--- src/logic/adcc_defines.svh ---
`ifndef ADCC_DEFINES_SVH
`define ADCC_DEFINES_SVH
// ==========================================
// Register addresses
`define ADCC_ADDR_CONTROL   8'hE8
`define ADCC_ADDR_TRACKING  8'hBA
// ==========================================
// Control register fields
`define ADCC_BIT_ENABLE     3'h7
`define ADCC_BIT_BURST      3'h6
`define ADCC_BIT_DONE       3'h5
`define ADCC_BIT_BUSY       3'h4
`define ADCC_BIT_WINDOW     3'h3
`define ADCC_BIT_LJUST      3'h2
`define ADCC_SRC_LSB        0
`define ADCC_RST_CONTROL    8'h00
// ==========================================
// Tracking register fields
`define ADCC_PWR_LSB        4
`define ADCC_TM_LSB         2
`define ADCC_TK_LSB         0
`define ADCC_RST_TRACKING   8'hFF
// ==========================================
// Timing
`define ADCC_CONV_SAR_CLKS  5'h0D
`define ADCC_POST_SYS_CLKS  4'h2
`endif

--- src/logic/adcc_pkg.sv ---
package adcc_pkg;
   typedef enum logic [1:0] {
      ADCC_SRC_SOFTWARE = 2'h0,
      ADCC_SRC_TIMER_A  = 2'h1,
      ADCC_SRC_PIN      = 2'h2,
      ADCC_SRC_TIMER_B  = 2'h3
   } adcc_src_e;
   typedef enum logic [1:0] {
      ADCC_TM_RESERVED = 2'h0,
      ADCC_TM_POST     = 2'h1,
      ADCC_TM_PRE      = 2'h2,
      ADCC_TM_DUAL     = 2'h3
   } adcc_tm_e;
endpackage
--- src/logic/adcc_control.sv ---
`include "adcc_defines.svh"
module adcc_control
   import adcc_pkg::*;
#(
   parameter int PWR_UNIT = 8
) (
   input  wire logic       clk,
   input  wire logic       rst_n,
   input  wire logic [7:0] sfr_addr,
   input  wire logic       sfr_wr,
   input  wire logic [7:0] sfr_wdata,
   output logic      [7:0] sfr_rdata,
   input  wire logic       sar_clk_tick,
   input  wire logic       timer_a_start,
   input  wire logic       timer_b_start,
   input  wire logic       convst_pin,
   input  wire logic       window_match,
   output logic            analog_powered,
   output logic            track_enable,
   output logic            sample_hold,
   output logic            conv_done_pulse,
   output logic            left_justify,
   output logic            burst_mode
);
   typedef enum logic [2:0] {ADCC_IDLE, ADCC_POWERUP, ADCC_TRACK, ADCC_POST, ADCC_CONVERT} adcc_state_e;
   logic [1:0]  rst_sync_ff;
   logic        rst_int_n;
   logic [1:0]  pin_sync_ff;
   logic        pin_prev_ff;
   logic [7:0]  ctrl_ff;
   logic [7:0]  trk_ff;
   adcc_state_e state_ff;
   logic [11:0] cnt_ff;
   logic [3:0]  sys_cnt_ff;
   logic        start_req;
   logic        conv_end;
   logic        wr_ctrl;
   logic        wr_trk;
   logic [4:0]  post_sar;
   logic        need_powerup;
   logic [7:0]  eff_ctrl;
   logic        run_ok;

   // ==========================================
   // Reset and pin synchronisers
   always_ff @(posedge clk or negedge rst_n) begin
      if (!rst_n) begin
         rst_sync_ff <= 2'h0;
      end else begin
         rst_sync_ff <= {rst_sync_ff[0], 1'b1};
      end
   end
   assign rst_int_n = rst_sync_ff[1];

   always_ff @(posedge clk or negedge rst_int_n) begin
      if (!rst_int_n) begin
         pin_sync_ff <= 2'h0;
         pin_prev_ff <= 1'b0;
      end else begin
         pin_sync_ff <= {pin_sync_ff[0], convst_pin};
         pin_prev_ff <= pin_sync_ff[1];
      end
   end

   // ==========================================
   // Start selection
   assign wr_ctrl = sfr_wr && (sfr_addr == `ADCC_ADDR_CONTROL);
   assign wr_trk  = sfr_wr && (sfr_addr == `ADCC_ADDR_TRACKING);

   // A control write counts at once, so enable, source and start may share one write
   assign eff_ctrl = wr_ctrl ? sfr_wdata : ctrl_ff;
   assign run_ok   = eff_ctrl[`ADCC_BIT_ENABLE] || eff_ctrl[`ADCC_BIT_BURST];

   always_comb begin
      case (adcc_src_e'(eff_ctrl[`ADCC_SRC_LSB +: 2]))
         ADCC_SRC_SOFTWARE: start_req = wr_ctrl && sfr_wdata[`ADCC_BIT_BUSY];
         ADCC_SRC_PIN:      start_req = pin_sync_ff[1] && !pin_prev_ff;
         ADCC_SRC_TIMER_A:  start_req = timer_a_start;
         ADCC_SRC_TIMER_B:  start_req = timer_b_start;
         default:           start_req = 1'b0;
      endcase
   end

   // Burst without enable powers down between conversions
   assign need_powerup = !eff_ctrl[`ADCC_BIT_ENABLE];

   always_comb begin
      case (trk_ff[`ADCC_TK_LSB +: 2])
         2'h0:    post_sar = 5'h01;
         2'h1:    post_sar = 5'h02;
         2'h2:    post_sar = 5'h04;
         default: post_sar = 5'h08;
      endcase
   end

   // ==========================================
   // Conversion sequencer
   assign conv_end = (state_ff == ADCC_CONVERT) && sar_clk_tick && (cnt_ff == 12'(`ADCC_CONV_SAR_CLKS - 5'h01));

   always_ff @(posedge clk or negedge rst_int_n) begin
      if (!rst_int_n) begin
         state_ff   <= ADCC_IDLE;
         cnt_ff     <= 12'h000;
         sys_cnt_ff <= 4'h0;
      end else begin
         case (state_ff)
            ADCC_IDLE: begin
               cnt_ff     <= 12'h000;
               sys_cnt_ff <= 4'h0;
               // Normal mode ignores starts while disabled
               if (start_req && run_ok) begin
                  if (eff_ctrl[`ADCC_BIT_BURST] && need_powerup) begin
                     state_ff <= ADCC_POWERUP;
                  end else if (adcc_tm_e'(trk_ff[`ADCC_TM_LSB +: 2]) == ADCC_TM_POST) begin
                     state_ff <= ADCC_POST;
                  end else begin
                     state_ff <= ADCC_TRACK;
                  end
               end
            end
            ADCC_POWERUP: begin
               // Power-up time: (field + 1) * PWR_UNIT system clocks
               if (cnt_ff >= 12'((trk_ff[`ADCC_PWR_LSB +: 4] + 1) * PWR_UNIT - 1)) begin
                  cnt_ff   <= 12'h000;
                  state_ff <= (adcc_tm_e'(trk_ff[`ADCC_TM_LSB +: 2]) == ADCC_TM_POST) ? ADCC_POST : ADCC_TRACK;
               end else begin
                  cnt_ff <= cnt_ff + 12'h001;
               end
            end
            ADCC_TRACK: begin
               // Pre-track already done; dual adds post-track
               if (adcc_tm_e'(trk_ff[`ADCC_TM_LSB +: 2]) == ADCC_TM_DUAL) begin
                  state_ff <= ADCC_POST;
               end else begin
                  state_ff <= ADCC_CONVERT;
               end
               cnt_ff <= 12'h000;
            end
            ADCC_POST: begin
               if (sys_cnt_ff < `ADCC_POST_SYS_CLKS) begin
                  sys_cnt_ff <= sys_cnt_ff + 4'h1;
               end else if (sar_clk_tick) begin
                  if (cnt_ff == 12'(post_sar - 5'h01)) begin
                     cnt_ff   <= 12'h000;
                     state_ff <= ADCC_CONVERT;
                  end else begin
                     cnt_ff <= cnt_ff + 12'h001;
                  end
               end
            end
            ADCC_CONVERT: begin
               if (conv_end) begin
                  cnt_ff   <= 12'h000;
                  state_ff <= ADCC_IDLE;
               end else if (sar_clk_tick) begin
                  cnt_ff <= cnt_ff + 12'h001;
               end
            end
            default: state_ff <= ADCC_IDLE;
         endcase
      end
   end

   // ==========================================
   // Control register; hardware sets win over software clears
   always_ff @(posedge clk or negedge rst_int_n) begin
      if (!rst_int_n) begin
         ctrl_ff <= `ADCC_RST_CONTROL;
      end else begin
         if (wr_ctrl) begin
            ctrl_ff[`ADCC_BIT_ENABLE] <= sfr_wdata[`ADCC_BIT_ENABLE];
            ctrl_ff[`ADCC_BIT_BURST]  <= sfr_wdata[`ADCC_BIT_BURST];
            ctrl_ff[`ADCC_BIT_LJUST]  <= sfr_wdata[`ADCC_BIT_LJUST];
            ctrl_ff[1:0]              <= sfr_wdata[1:0];
            ctrl_ff[`ADCC_BIT_DONE]   <= sfr_wdata[`ADCC_BIT_DONE];
            ctrl_ff[`ADCC_BIT_WINDOW] <= sfr_wdata[`ADCC_BIT_WINDOW];
         end
         if (conv_end) begin
            ctrl_ff[`ADCC_BIT_DONE] <= 1'b1;
         end
         if (window_match) begin
            ctrl_ff[`ADCC_BIT_WINDOW] <= 1'b1;
         end
         ctrl_ff[`ADCC_BIT_BUSY] <= (state_ff != ADCC_IDLE && !conv_end)
                                    || (state_ff == ADCC_IDLE && start_req && run_ok);
      end
   end

   always_ff @(posedge clk or negedge rst_int_n) begin
      if (!rst_int_n) begin
         trk_ff <= `ADCC_RST_TRACKING;
      end else if (wr_trk) begin
         trk_ff <= sfr_wdata;
      end
   end

   // ==========================================
   // Outputs, all registered
   always_ff @(posedge clk or negedge rst_int_n) begin
      if (!rst_int_n) begin
         sfr_rdata       <= 8'h00;
         analog_powered  <= 1'b0;
         track_enable    <= 1'b0;
         sample_hold     <= 1'b0;
         conv_done_pulse <= 1'b0;
         left_justify    <= 1'b0;
         burst_mode      <= 1'b0;
      end else begin
         case (sfr_addr)
            `ADCC_ADDR_CONTROL:  sfr_rdata <= ctrl_ff;
            `ADCC_ADDR_TRACKING: sfr_rdata <= trk_ff;
            default:             sfr_rdata <= 8'h00;
         endcase
         analog_powered  <= ctrl_ff[`ADCC_BIT_ENABLE] || (state_ff != ADCC_IDLE);
         track_enable    <= (state_ff == ADCC_TRACK) || (state_ff == ADCC_POST)
                            || (state_ff == ADCC_IDLE && ctrl_ff[`ADCC_BIT_ENABLE]
                                && adcc_tm_e'(trk_ff[`ADCC_TM_LSB +: 2]) != ADCC_TM_POST);
         sample_hold     <= (state_ff == ADCC_CONVERT);
         conv_done_pulse <= conv_end;
         left_justify    <= ctrl_ff[`ADCC_BIT_LJUST];
         burst_mode      <= ctrl_ff[`ADCC_BIT_BURST];
      end
   end
endmodule

--- config.mk ---
export PLATFORM = sky130hd
export DESIGN_NAME = adcc_control
export DESIGN_NICKNAME = d
export VERILOG_FILES = /design/src/logic/adcc_pkg.sv /design/src/logic/adcc_control.sv
export VERILOG_INCLUDE_DIRS = /design/src /design/src/logic
export SDC_FILE = /design/constraint.sdc
export NUM_CORES = 1
export LEC_CHECK = 0
export ABC_AREA = 1
export BUFFER_PORTS_ARGS = -buffer_cell sky130_fd_sc_hd__buf_2
export CAP_MARGIN = 20
export CORE_UTILIZATION = 48
export CTS_BUF_LIST = sky130_fd_sc_hd__clkbuf_4 sky130_fd_sc_hd__clkbuf_8
export CTS_CLUSTER_DIAMETER = 40
export CTS_CLUSTER_SIZE = 20
export DETAILED_ROUTE_END_ITERATION = 6
export GPL_TIMING_DRIVEN = 1
export PLACE_DENSITY = 0.68
export RECOVER_POWER = 50
export REMOVE_ABC_BUFFERS = 1
export SETUP_SLACK_MARGIN = 0.5
export SYNTH_ARGS = -nofsm -noshare
export SYNTH_HDL_FRONTEND = slang
export SYNTH_SLANG_ARGS = --single-unit
--- constraint.sdc ---
create_clock -name clk -period 1.75 [get_ports clk]
set_input_delay 0.0875 -clock clk [delete_from_list [all_inputs] [get_ports clk]]
set_output_delay 0.0875 -clock clk [all_outputs]
set_load 0.005 [all_outputs]
==> flow_results.xml, run 1 <==
<?xml version="1.0" encoding="UTF-8"?>
<metrics>
  <group name="die">
    <metric name="starting_density_of_the_core" unit="%">49.9</metric>
    <metric name="placement_rows" unit="">28</metric>
    <metric name="die_height" unit="microns">80.7</metric>
    <metric name="coreArea" unit="sq um">5960</metric>
    <metric name="design.die.area" unit="sq um">6510</metric>
    <metric name="boundaryPins" unit="">38</metric>
    <metric name="die_width" unit="microns">80.7</metric>
  </group>
  <group name="yosys">
    <metric name="synth.lib_cells_used.distinct" unit="">39</metric>
    <metric name="synth.top_cell.area_share" unit="%">38.7</metric>
    <metric name="syn_area_per_cell" unit="sq um">8.42</metric>
    <metric name="cell_count_after_synthesis" unit="">353</metric>
    <metric name="synth_largest_area_cell" unit="">dfrtp_1</metric>
    <metric name="yosys_register_bits" unit="">54</metric>
    <metric name="post_synth_instance_area" unit="sq um">2970</metric>
    <metric name="synthesis.yosys.warnings" unit="">0</metric>
    <metric name="seq_total_area_yosys" unit="%">45.8</metric>
    <metric name="synth_area_leaders" unit="">dfrtp_1 (39%), nand2_1 (8.5%), dfstp_2 (7.1%)</metric>
  </group>
  <group name="worst_setup_path">
    <metric name="critical_path.max_fanout" unit="">6</metric>
    <metric name="setup.worst_path.end_class" unit="">flop</metric>
    <metric name="timing_worst_setup_path_type" unit="">flop to flop</metric>
    <metric name="r2r-start" unit="">trk_ff[5]</metric>
    <metric name="crit_arrival" unit="ns">2.97</metric>
    <metric name="worst_r2r_endpoint" unit="">cnt_ff[4]</metric>
    <metric name="required_time_worst_endpoint" unit="ns">2.00</metric>
    <metric name="cp-start-kind" unit="">flop</metric>
    <metric name="r2r_cells" unit="">17</metric>
    <metric name="regToRegSetupSlack" unit="ns">-0.96</metric>
  </group>
  <group name="power_and_ir_drop">
    <metric name="combPwrFrac" unit="%">40.8</metric>
    <metric name="power.density_cell_area" unit="nW/um^2">971</metric>
    <metric name="vdd_drop_max" unit="mV">0.522</metric>
    <metric name="power_frac_clock" unit="%">19.9</metric>
    <metric name="cellInternalPower" unit="mW">2.41</metric>
    <metric name="sw_frac_of_total" unit="%">35.8</metric>
    <metric name="leakage" unit="nW">2.07</metric>
    <metric name="power_frac_seq" unit="%">39.3</metric>
    <metric name="net-switching-power" unit="mW">1.35</metric>
  </group>
  <group name="placement">
    <metric name="post-dp-hpwl" unit="mm">4.90</metric>
    <metric name="placement.io_buffers" unit="">37</metric>
    <metric name="place.gp.congestion" unit="">0.804</metric>
    <metric name="place_area" unit="sq um">3480</metric>
  </group>
  <group name="clock_network">
    <metric name="cts.sinks" unit="">54</metric>
    <metric name="clk_root_buffer_cell" unit="">clkbuf_8</metric>
    <metric name="tritoncts.num_buffers" unit="">5</metric>
    <metric name="clkSlewWorstSetupHoldPaths" unit="ns">0.11</metric>
    <metric name="cts-root-to-sink-buffers" unit="">2</metric>
    <metric name="htree_levels" unit="">2</metric>
    <metric name="clk-insertion-delay-late" unit="ns">0.32</metric>
    <metric name="cts_tree" unit="">done</metric>
  </group>
  <group name="cells_and_area">
    <metric name="antenna-diode-count" unit="">0</metric>
    <metric name="num-fill-cells" unit="">485</metric>
    <metric name="fin_nets" unit="">477</metric>
    <metric name="mostFrequentLayoutCell" unit="">nand2_1</metric>
    <metric name="final_layout_size_suffix_gt1_share" unit="%">38.8</metric>
    <metric name="final_cell_mix" unit="">nand2_1 (65), dfrtp_1 (45), inv_1 (43), buf_2 (36), buf_4 (36)</metric>
    <metric name="syn_to_final_growth" unit="%">30.2</metric>
    <metric name="final_area" unit="sq um">3870</metric>
  </group>
  <group name="global_route">
    <metric name="antenna_found_initial" unit="">0</metric>
    <metric name="first_pass_grt_wire_length" unit="mm">11.3</metric>
    <metric name="gr-usage-all-layers" unit="%">22.9</metric>
    <metric name="grt_max_degree" unit="">43</metric>
    <metric name="overflow" unit="">0</metric>
    <metric name="grt_pass1_vias" unit="">2474</metric>
  </group>
  <group name="sta">
    <metric name="setup_repair_after_global_routing_missed_its_margin" unit="">true</metric>
    <metric name="clock.fmax" unit="GHz">0.369</metric>
    <metric name="hold_viol_final" unit="">0</metric>
    <metric name="layout_min_cycle_time" unit="ns">2.71</metric>
    <metric name="post-route-worst-setup-slack" unit="ns">-0.961</metric>
    <metric name="layout_worst_path_cycle_share" unit="%">155</metric>
    <metric name="skew" unit="ns">0.0144</metric>
    <metric name="relSlewSlack" unit="%">61.4</metric>
    <metric name="setup-violations-final" unit="">15</metric>
    <metric name="maxSlewViolCount" unit="">0</metric>
    <metric name="finalSetupTns" unit="ns">-13.61</metric>
    <metric name="worst_slew_pin_slew" unit="ns">0.579</metric>
  </group>
  <group name="min_path">
    <metric name="min_delay_path_depth" unit="">3</metric>
    <metric name="hold-path-endpoint" unit="">trk_ff[3]</metric>
    <metric name="startpoint_of_the_tightest_hold_check_path" unit="">sfr_wdata[3]</metric>
    <metric name="min-delay-path-class" unit="">primary input to flop</metric>
  </group>
  <group name="route">
    <metric name="drt_first_iter_violations" unit="">96</metric>
    <metric name="antenna_violation_net_count_after_detailed_routing" unit="">0</metric>
    <metric name="drt_first_pass_iters" unit="">4</metric>
    <metric name="routed_wire_length_per_instance" unit="microns">13.2</metric>
    <metric name="detail_route.drc_violations" unit="">0</metric>
    <metric name="routed-via-count" unit="">2607</metric>
    <metric name="finalWirelength" unit="mm">6.82</metric>
    <metric name="drt-vias-per-instance" unit="">5.05</metric>
  </group>
  <group name="run_status">
    <metric name="violations" unit="">negative setup slack</metric>
    <metric name="run_status" unit="">finished, violations left</metric>
  </group>
  <group name="flow_run">
    <metric name="drv.max_cap_violation_count" unit="">0</metric>
  </group>
</metrics>
-- worst max-delay path, cell delays in order, from the launching register on --
cell	delay (ns)
dfstp_2	0.58
ha_4	0.16
nand2_4	0.06
inv_4	0.06
nor2_2	0.04
nor3_2	0.13
o211ai_1	0.19
ha_1	0.35
a21oi_2	0.12
nor2_1	0.05
a211oi_2	0.16
nand3_1	0.09
nand2_1	0.09
nor3b_4	0.20
buf_4	0.15
buf_12	0.11
nand2_2	0.05
nand2_2	0.05
-- layout make-up --
type / instances / area [sq um] / share of cell area [%]
clock buffers: 5 / 68.8 / 1.78
multi-input cells: 239 / 1510 / 39.1
well taps: 75 / 93.8 / 2.42
inverters: 57 / 221 / 5.72
repair buffers: 83 / 584 / 15.1
flip-flops and latches: 54 / 1360 / 35.2
clock inverters: 3 / 26.3 / 0.679
-- through the flow --
| stage | power, mW | util, % | hold slack [ns] | setup WS (ns) | instances |
|---|---|---|---|---|---|
| 2_1_floorplan | 2.15 | - | -0.208 | -1.09 | 350 |
| 3_3_place_gp | 2.54 | 58.4 | -0.127 | -1.00 | 491 |
| 3_5_place_dp | 2.57 | 58.4 | -0.127 | -1.09 | 491 |
| 4_1_cts | 3.59 | 62.9 | 0.00332 | -0.943 | 507 |
| 5_1_grt | 3.98 | 65.0 | 0.0171 | -1.15 | 516 |
| 6_report | 3.76 | 65.0 | 0.00774 | -0.961 | 516 |
-- power groups by stage --
stage	clock network [mW]	registers [mW]	logic, mW
CTS	0.765	1.47	1.35
global route	0.812	1.50	1.68
detailed placement	0	1.49	1.08
floorplan	0	1.49	0.657
finish	0.748	1.48	1.53
global placement	0	1.48	1.06
-- cell families after synthesis --
| kind of cell | Yosys count | synth area share (%) |
|---|---|---|
| and+or+nand+nor | 166 | 27.4 |
| DFF | 54 | 45.8 |
| adders and majority gates | 13 | 5.47 |
| xor gates and xnor gates | 11 | 3.24 |
| other | 1 | 0.126 |
| AOI/OAI and AO/OA | 48 | 10.1 |
| buffers and inverters | 60 | 7.87 |
-- registers in the layout, indices dropped and copies added (netlist names) --
name / flops
ctrl_ff: 8
conv_done_pulse: 1
state_ff: 3
burst_mode: 1
left_justify: 1
trk_ff: 8
rst_sync_ff: 2
sfr_rdata: 8
sample_hold: 1
cnt_ff: 12
pin_sync_ff: 2
track_enable: 1
analog_powered: 1
sys_cnt_ff: 4
pin_prev_ff: 1
-- Yosys cell counts --
cell type,number
nor2_2,3
a31oi_1,1
ha_1,13
dfrtp_1,46
nand3_1,14
nor3_2,1
a21oi_2,1
nor2_4,3
o211ai_1,2
nand2_2,28
o21ai_0,17
inv_2,9
o21ai_1,3
a211oi_1,1
buf_6,1
dfstp_2,8
nor3b_4,1
nand3_2,3
o31ai_1,1
xor2_1,9
nor3_1,3
a21oi_1,9
xnor2_1,2
a21bo_1,1
a21o_1,1
buf_2,1
o21ai_2,2
inv_1,48
a22o_1,1
conb_1,1
and3_2,1
nand2_1,67
a211o_1,2
a32o_1,3
nand4_1,10
nor2_1,32
o21a_1,1
clkbuf_1,1
o22ai_1,2
-- how the worst max path moves through the flow --
stage          slack, ns  cells after the start         to       from
2_1_floorplan      -1.09                     15  cnt_ff[8]  trk_ff[4]
3_3_place_gp       -1.00                     16  cnt_ff[8]  trk_ff[4]
3_5_place_dp       -1.09                     16  cnt_ff[8]  trk_ff[4]
4_1_cts            -0.94                     17  cnt_ff[1]  trk_ff[4]
5_1_grt            -1.15                     17  cnt_ff[4]  trk_ff[5]
6_report           -0.96                     17  cnt_ff[4]  trk_ff[5]
-- repair_timing --
item,4_1_cts,5_1_grt
hold endpoints to repair,4,0
pin swaps,5,2
setup endpoints to repair,22,23
resized for setup,25,21
hold buffers,3,0
gates cloned,1,0
buffers inserted,4,9
-- per-layer routing --
metal,vias to the layer above,global-route usage (%),wire (microns)
met2,56,41.9,3540
met4,0,7.86,157
met3,18,4.89,227
li1,1311,-,-
met1,1222,26.3,2890
met5,-,0,0
No activity file was read; power rests on OpenSTA's default activity.
==> inputs of run 2 (changes only) <==
- CAP_MARGIN: 20 -> 30
- RECOVER_POWER: 50 -> not set
==> run 2 against run 1 <==
Compared with the run above:
- the run still ends with negative setup slack left
- non-clock buffer count unchanged
- critical path depth unchanged
- maximum frequency shrank 0.10%
- wire length rose by 0.23%
- count of clock-buffer cells in the layout did not move
- worst hold slack worse by 0.0010 ns
- register-to-register slack about the same
- via count fell by 0.19%
==> flow_results.xml, run 2 (synthesized netlist as in run 1, its figures left out) <==
<?xml version="1.0" encoding="UTF-8"?>
<metrics>
  <group name="sta">
    <metric name="layout_worst_path_cycle_share" unit="%">155</metric>
    <metric name="setup-violations-final" unit="">15</metric>
    <metric name="clock.fmax" unit="GHz">0.368</metric>
    <metric name="skew" unit="ns">0.0139</metric>
    <metric name="hold_viol_final" unit="">0</metric>
    <metric name="layout_min_cycle_time" unit="ns">2.71</metric>
    <metric name="maxSlewViolCount" unit="">0</metric>
    <metric name="setup_repair_after_global_routing_missed_its_margin" unit="">true</metric>
    <metric name="post-route-worst-setup-slack" unit="ns">-0.964</metric>
  </group>
  <group name="clock_network">
    <metric name="tritoncts.num_buffers" unit="">5</metric>
    <metric name="clk_root_buffer_cell" unit="">clkbuf_8</metric>
    <metric name="clk-insertion-delay-late" unit="ns">0.32</metric>
    <metric name="cts-root-to-sink-buffers" unit="">2</metric>
    <metric name="cts.sinks" unit="">54</metric>
    <metric name="htree_levels" unit="">2</metric>
    <metric name="clkSlewWorstSetupHoldPaths" unit="ns">0.11</metric>
    <metric name="cts_tree" unit="">done</metric>
  </group>
  <group name="route">
    <metric name="drt_first_pass_iters" unit="">4</metric>
    <metric name="drt_first_iter_violations" unit="">82</metric>
    <metric name="routed_wire_length_per_instance" unit="microns">13.2</metric>
    <metric name="drt-vias-per-instance" unit="">5.04</metric>
    <metric name="finalWirelength" unit="mm">6.83</metric>
    <metric name="routed-via-count" unit="">2602</metric>
    <metric name="antenna_violation_net_count_after_detailed_routing" unit="">0</metric>
    <metric name="detail_route.drc_violations" unit="">0</metric>
  </group>
  <group name="worst_setup_path">
    <metric name="r2r_cells" unit="">17</metric>
    <metric name="timing_worst_setup_path_type" unit="">flop to flop</metric>
    <metric name="cp-start-kind" unit="">flop</metric>
    <metric name="crit_arrival" unit="ns">2.97</metric>
    <metric name="largest_stage_delay_on_the_critical_path" unit="ns">0.58</metric>
    <metric name="required_time_worst_endpoint" unit="ns">2.00</metric>
    <metric name="setup.worst_path.end_class" unit="">flop</metric>
    <metric name="r2r-start" unit="">trk_ff[5]</metric>
    <metric name="cp_slowest_cell" unit="">dfstp_2</metric>
    <metric name="critical_path.endpoint" unit="">cnt_ff[4]</metric>
    <metric name="critical_path.cell_chain" unit="">ha_4, nand2_4, inv_4, nor2_2, nor3_2, o211ai_1, ha_1, a21oi_2, nor2_1, a211oi_2, nand3_1, nand2_1, nor3b_4, buf_4, buf_12, nand2_2, nand2_2</metric>
    <metric name="cp-startpoint" unit="">trk_ff[5]</metric>
    <metric name="cp_common_cell" unit="">nand2_2</metric>
    <metric name="critical_path.max_fanout" unit="">6</metric>
    <metric name="worst_r2r_endpoint" unit="">cnt_ff[4]</metric>
    <metric name="regToRegSetupSlack" unit="ns">-0.96</metric>
  </group>
  <group name="die">
    <metric name="die_width" unit="microns">80.7</metric>
    <metric name="coreArea" unit="sq um">5960</metric>
    <metric name="die_height" unit="microns">80.7</metric>
    <metric name="starting_density_of_the_core" unit="%">49.9</metric>
    <metric name="placement_rows" unit="">28</metric>
    <metric name="boundaryPins" unit="">38</metric>
    <metric name="design.die.area" unit="sq um">6510</metric>
  </group>
  <group name="placement">
    <metric name="place_area" unit="sq um">3480</metric>
    <metric name="post-dp-hpwl" unit="mm">4.90</metric>
    <metric name="numPlacedInstances" unit="">491</metric>
    <metric name="place_ws" unit="ns">-1.09</metric>
    <metric name="placement.io_buffers" unit="">37</metric>
    <metric name="place.gp.congestion" unit="">0.804</metric>
  </group>
  <group name="run_status">
    <metric name="violations" unit="">negative setup slack</metric>
    <metric name="run_status" unit="">finished, violations left</metric>
  </group>
  <group name="min_path">
    <metric name="startpoint_of_the_tightest_hold_check_path" unit="">sfr_wdata[2]</metric>
    <metric name="min-delay-path-class" unit="">primary input to flop</metric>
  </group>
  <group name="cells_and_area">
    <metric name="mostFrequentLayoutCell" unit="">nand2_1</metric>
    <metric name="largest_register_ff_count" unit="">12</metric>
    <metric name="syn_to_final_growth" unit="%">30.7</metric>
    <metric name="num-fill-cells" unit="">482</metric>
    <metric name="final_layout_size_suffix_gt1_share" unit="%">39.2</metric>
    <metric name="regMostFlops" unit="">cnt_ff</metric>
    <metric name="antenna-diode-count" unit="">0</metric>
    <metric name="number_of_non_filler_instances_in_the_completed_layout" unit="">516</metric>
    <metric name="final_cell_mix" unit="">nand2_1 (65), dfrtp_1 (44), inv_1 (43), buf_2 (37), buf_4 (36)</metric>
    <metric name="fin_nets" unit="">477</metric>
    <metric name="final_area" unit="sq um">3890</metric>
  </group>
  <group name="power_and_ir_drop">
    <metric name="vdd_drop_max" unit="mV">0.523</metric>
    <metric name="leakage" unit="nW">2.08</metric>
    <metric name="power.density_cell_area" unit="nW/um^2">969</metric>
  </group>
  <group name="global_route">
    <metric name="overflow" unit="">0</metric>
    <metric name="antenna_found_initial" unit="">0</metric>
    <metric name="grt_pass1_vias" unit="">2474</metric>
    <metric name="first_pass_grt_wire_length" unit="mm">11.3</metric>
    <metric name="grt_max_degree" unit="">43</metric>
    <metric name="gr-usage-all-layers" unit="%">22.9</metric>
  </group>
  <group name="flow_run">
    <metric name="drv.max_cap_violation_count" unit="">0</metric>
  </group>
</metrics>
==> run 2: changes by cell type in the layout (fill, tap and decap cells not counted) <==
cell      previous run  this run
clkbuf_1             1         0
buf_12               1         2
dfrtp_1             45        44
buf_2               36        37
clkbuf_4             1         0
dfrtp_2              1         2
==> run 2: worst min-delay path by stage <==
stage,endpoint,slack [ns],cells after the start
2_1_floorplan,rst_sync_ff[0],-0.21,0
3_3_place_gp,rst_sync_ff[0],-0.13,1
3_5_place_dp,rst_sync_ff[0],-0.13,1
4_1_cts,trk_ff[3],0.003,3
5_1_grt,trk_ff[2],0.02,3
6_report,trk_ff[2],0.007,3
==> run 2: worst max-delay path, delay by kind of cell (launching register included) <==
family,cells,cell delay [ns]
compound gates,3,0.47
fa+ha+maj,2,0.51
buf+inv,3,0.32
flops,1,0.58
simple gates,9,0.76
==> run 2: repair_timing <==
item,4_1_cts,5_1_grt
gates resized for setup,25,21
gates cloned,1,0
hold buffers,3,0
setup buffers,4,9
endpoints found under the hold margin,4,0
endpoints found under the setup margin,22,23
pin swaps,5,2
==> run 2: power breakdown <==
part	switching [mW]	internal, mW
clock	0.452	0.296
sequential	0.104	1.38
combinational	0.793	0.745
total	1.35	2.42
==> run 2: stage by stage <==
step                total power, mW  util (%)  hold WS [ns]  setup TNS [ns]
global route                   3.99      65.3        0.0171          -16.40
CTS                            3.59      62.9       0.00332          -13.30
detailed placement             2.57      58.4        -0.127          -15.71
global placement               2.54      58.4        -0.127          -14.42
floorplan                      2.15         -        -0.208          -14.60
finish                         3.77      65.3       0.00674          -13.65
==> run 2: layout make-up <==
| cell class | instances | area, sq um | share of cell area [%] |
|---|---|---|---|
| repair buffers | 83 | 598 | 15.4 |
| multi-input cells | 239 | 1510 | 39.0 |
| clock buffers | 5 | 68.8 | 1.77 |
| inverters | 57 | 221 | 5.70 |
| well taps | 75 | 93.8 | 2.41 |
| clock inverters | 3 | 26.3 | 0.676 |
| flip-flops and latches | 54 | 1360 | 35.1 |
==> run 2: per-layer routing <==
layer	global-route usage, %	wire length [microns]	vias up
li1	-	-	1311
met1	26.3	2890	1216
met2	41.9	3540	57
met3	4.89	242	18
met4	7.86	157	0
met5	0	0	-
==> inputs of run 3 (changes only) <==
==> constraint.sdc (replaced) <==
create_clock -name clk -period 1.75 [get_ports clk]
set_input_delay 0.2625 -clock clk [delete_from_list [all_inputs] [get_ports clk]]
set_output_delay 0.2625 -clock clk [all_outputs]
set_load 0.005 [all_outputs]
==> run 3 against run 2 <==
Compared with the run above:
- worst setup slack lost 0.084 ns
- wire length grew 1.1%
- critical endpoint is now cnt_ff[7]
- largest cell class unchanged
- design area grew 0.80%
- critical path type unchanged
- clock skew shrank 0.0052 ns
- combinational power grew 9%
- the flow still finishes with violations (negative setup slack)
- count of clock-buffer cells in the layout is the same
- non-clock buffer count is the same
- register-to-register slack lost 0.08 ns
- worst hold slack gained 0.042 ns
- sequential cell count is the same
- sequential power is essentially flat
==> flow_results.xml, run 3 (synthesized netlist as in run 1, its figures left out) <==
<?xml version="1.0" encoding="UTF-8"?>
<metrics>
  <group name="clock_network">
    <metric name="cts-root-to-sink-buffers" unit="">2</metric>
    <metric name="cts_tree" unit="">done</metric>
    <metric name="clk_root_buffer_cell" unit="">clkbuf_8</metric>
    <metric name="tritoncts.num_buffers" unit="">5</metric>
    <metric name="clk-insertion-delay-late" unit="ns">0.31</metric>
    <metric name="cts.sinks" unit="">54</metric>
    <metric name="htree_levels" unit="">2</metric>
    <metric name="clkSlewWorstSetupHoldPaths" unit="ns">0.10</metric>
  </group>
  <group name="sta">
    <metric name="post-route-worst-setup-slack" unit="ns">-1.05</metric>
    <metric name="clock.fmax" unit="GHz">0.357</metric>
    <metric name="hold_viol_final" unit="">0</metric>
    <metric name="skew" unit="ns">0.00878</metric>
    <metric name="maxSlewViolCount" unit="">0</metric>
    <metric name="setup_repair_after_global_routing_missed_its_margin" unit="">true</metric>
    <metric name="setup-violations-final" unit="">15</metric>
    <metric name="layout_worst_path_cycle_share" unit="%">160</metric>
    <metric name="layout_min_cycle_time" unit="ns">2.80</metric>
  </group>
  <group name="flow_run">
    <metric name="drv.max_cap_violation_count" unit="">0</metric>
  </group>
  <group name="cells_and_area">
    <metric name="final_layout_size_suffix_gt1_share" unit="%">39.9</metric>
    <metric name="final_cell_mix" unit="">nand2_1 (65), inv_1 (43), dfrtp_1 (43), buf_2 (37), buf_4 (34)</metric>
    <metric name="syn_to_final_growth" unit="%">31.8</metric>
    <metric name="largest_register_ff_count" unit="">12</metric>
    <metric name="regMostFlops" unit="">cnt_ff</metric>
    <metric name="num-fill-cells" unit="">495</metric>
    <metric name="mostFrequentLayoutCell" unit="">nand2_1</metric>
    <metric name="fin_nets" unit="">477</metric>
    <metric name="antenna-diode-count" unit="">0</metric>
  </group>
  <group name="global_route">
    <metric name="gr-usage-all-layers" unit="%">23.7</metric>
    <metric name="grt_pass1_vias" unit="">2622</metric>
    <metric name="antenna_found_initial" unit="">0</metric>
    <metric name="overflow" unit="">0</metric>
    <metric name="first_pass_grt_wire_length" unit="mm">11.6</metric>
    <metric name="grt_max_degree" unit="">30</metric>
  </group>
  <group name="route">
    <metric name="drt-vias-per-instance" unit="">5.07</metric>
    <metric name="routed_wire_length_per_instance" unit="microns">13.4</metric>
    <metric name="antenna_violation_net_count_after_detailed_routing" unit="">0</metric>
    <metric name="met2_length" unit="mm">3.62</metric>
    <metric name="route.layer.met1.wl" unit="mm">2.91</metric>
    <metric name="drt_first_iter_violations" unit="">104</metric>
    <metric name="routed-via-count" unit="">2616</metric>
    <metric name="drt_first_pass_iters" unit="">4</metric>
    <metric name="detail_route.drc_violations" unit="">0</metric>
    <metric name="met3WireLength" unit="microns">219</metric>
    <metric name="finalWirelength" unit="mm">6.91</metric>
    <metric name="highest_layer" unit="">met4</metric>
  </group>
  <group name="power_and_ir_drop">
    <metric name="leakage" unit="nW">2.08</metric>
    <metric name="vdd_drop_max" unit="mV">0.640</metric>
    <metric name="power.density_cell_area" unit="nW/um^2">1030</metric>
    <metric name="power.total" unit="mW">4.02</metric>
  </group>
  <group name="worst_setup_path">
    <metric name="critical_path.cell_chain" unit="">ha_4, nand2_4, inv_2, nor2_2, nor3_2, o211ai_1, ha_1, a21oi_2, nor2_1, a211oi_2, nand3_1, nand2_1, nor3b_4, buf_4, buf_12, nand2_2, nand2_2</metric>
    <metric name="critical_path.max_fanout" unit="">6</metric>
    <metric name="crit_arrival" unit="ns">3.05</metric>
    <metric name="largest_stage_delay_on_the_critical_path" unit="ns">0.57</metric>
    <metric name="cp_common_cell" unit="">nand2_2</metric>
    <metric name="required_time_worst_endpoint" unit="ns">2.01</metric>
    <metric name="cpLargestDelayFamily" unit="">simple AND/OR/NAND/NOR gates</metric>
    <metric name="setup.worst_path.end_class" unit="">flop</metric>
    <metric name="timing_worst_setup_path_type" unit="">flop to flop</metric>
    <metric name="worst-path-buf-inv" unit="">3</metric>
    <metric name="cp_slowest_cell" unit="">dfstp_2</metric>
    <metric name="cp-start-kind" unit="">flop</metric>
  </group>
  <group name="die">
    <metric name="placement_rows" unit="">28</metric>
    <metric name="boundaryPins" unit="">38</metric>
    <metric name="design.die.area" unit="sq um">6510</metric>
    <metric name="die_height" unit="microns">80.7</metric>
    <metric name="starting_density_of_the_core" unit="%">49.9</metric>
    <metric name="die_width" unit="microns">80.7</metric>
    <metric name="coreArea" unit="sq um">5960</metric>
  </group>
  <group name="placement">
    <metric name="placement.io_buffers" unit="">37</metric>
    <metric name="post-dp-hpwl" unit="mm">5.03</metric>
    <metric name="place.gp.congestion" unit="">0.857</metric>
    <metric name="place_ws" unit="ns">-1.18</metric>
  </group>
  <group name="run_status">
    <metric name="run_status" unit="">finished, violations left</metric>
    <metric name="violations" unit="">negative setup slack</metric>
  </group>
  <group name="min_path">
    <metric name="min-delay-path-class" unit="">primary input to flop</metric>
  </group>
</metrics>
## run 3: through the flow
| step | setup TNS, ns | utilization (%) | instance area, sq um | instances | hold WS [ns] |
|---|---|---|---|---|---|
| final | -14.91 | 65.8 | 3920 | 516 | 0.0488 |
| after floorplan | -14.60 | - | 2950 | 350 | -0.0331 |
| after CTS | -13.99 | 65.0 | 3870 | 515 | 0.0435 |
| after detailed placement | -16.93 | 58.5 | 3490 | 494 | 0.0490 |
| after global routing | -18.15 | 65.8 | 3920 | 516 | 0.0419 |
| after global placement | -14.27 | 58.5 | 3490 | 494 | 0.0472 |
## run 3: path summary, 6_finish.rpt
check | start | to | cells past startpoint | slack, ns
setup / recovery | trk_ff[4] | cnt_ff[7] | 17 | -1.05
hold reg to reg | rst_sync_ff[1] | ctrl_ff[3] | 1 | 0.25
hold / removal | convst_pin | pin_sync_ff[0] | 1 | 0.05
min in group asynchronous | rst_n | rst_sync_ff[1] | 2 | 0.24
setup reg to reg | trk_ff[4] | cnt_ff[7] | 17 | -1.05
max in group asynchronous | rst_sync_ff[1] | trk_ff[2] | 1 | 1.16
## run 3: final cells by class
type / instances / area, sq um / share of cell area, %
clock buffer: 5 / 68.8 / 1.76
clock inverter: 3 / 47.5 / 1.21
inverter: 57 / 219 / 5.59
multi-input combinational: 239 / 1520 / 38.9
sequential: 54 / 1370 / 34.8
tap: 75 / 93.8 / 2.40
timing repair buffer: 83 / 599 / 15.3
## run 3: repair_timing
item                       in CTS  in global routing
hold endpoints to repair        2                  0
hold buffers                    1                  0
pin swaps                       8                  5
setup endpoints to repair      21                 32
gates cloned                    1                  0
gates resized for setup        45                 10
buffers inserted               11                  1
## run 3: metal layers
layer,GRT usage (%),vias up
met4,7.68,0
met2,43.5,54
met5,0,-
met1,27.9,1242
met3,3.98,18
li1,-,1302
## run 3: power breakdown
group          leakage, nW  internal, mW  switching [mW]
clock               0.0591         0.437           0.429
sequential           0.687          1.38          0.0948
combinational         1.33         0.813           0.869
total                 2.08          2.63            1.39
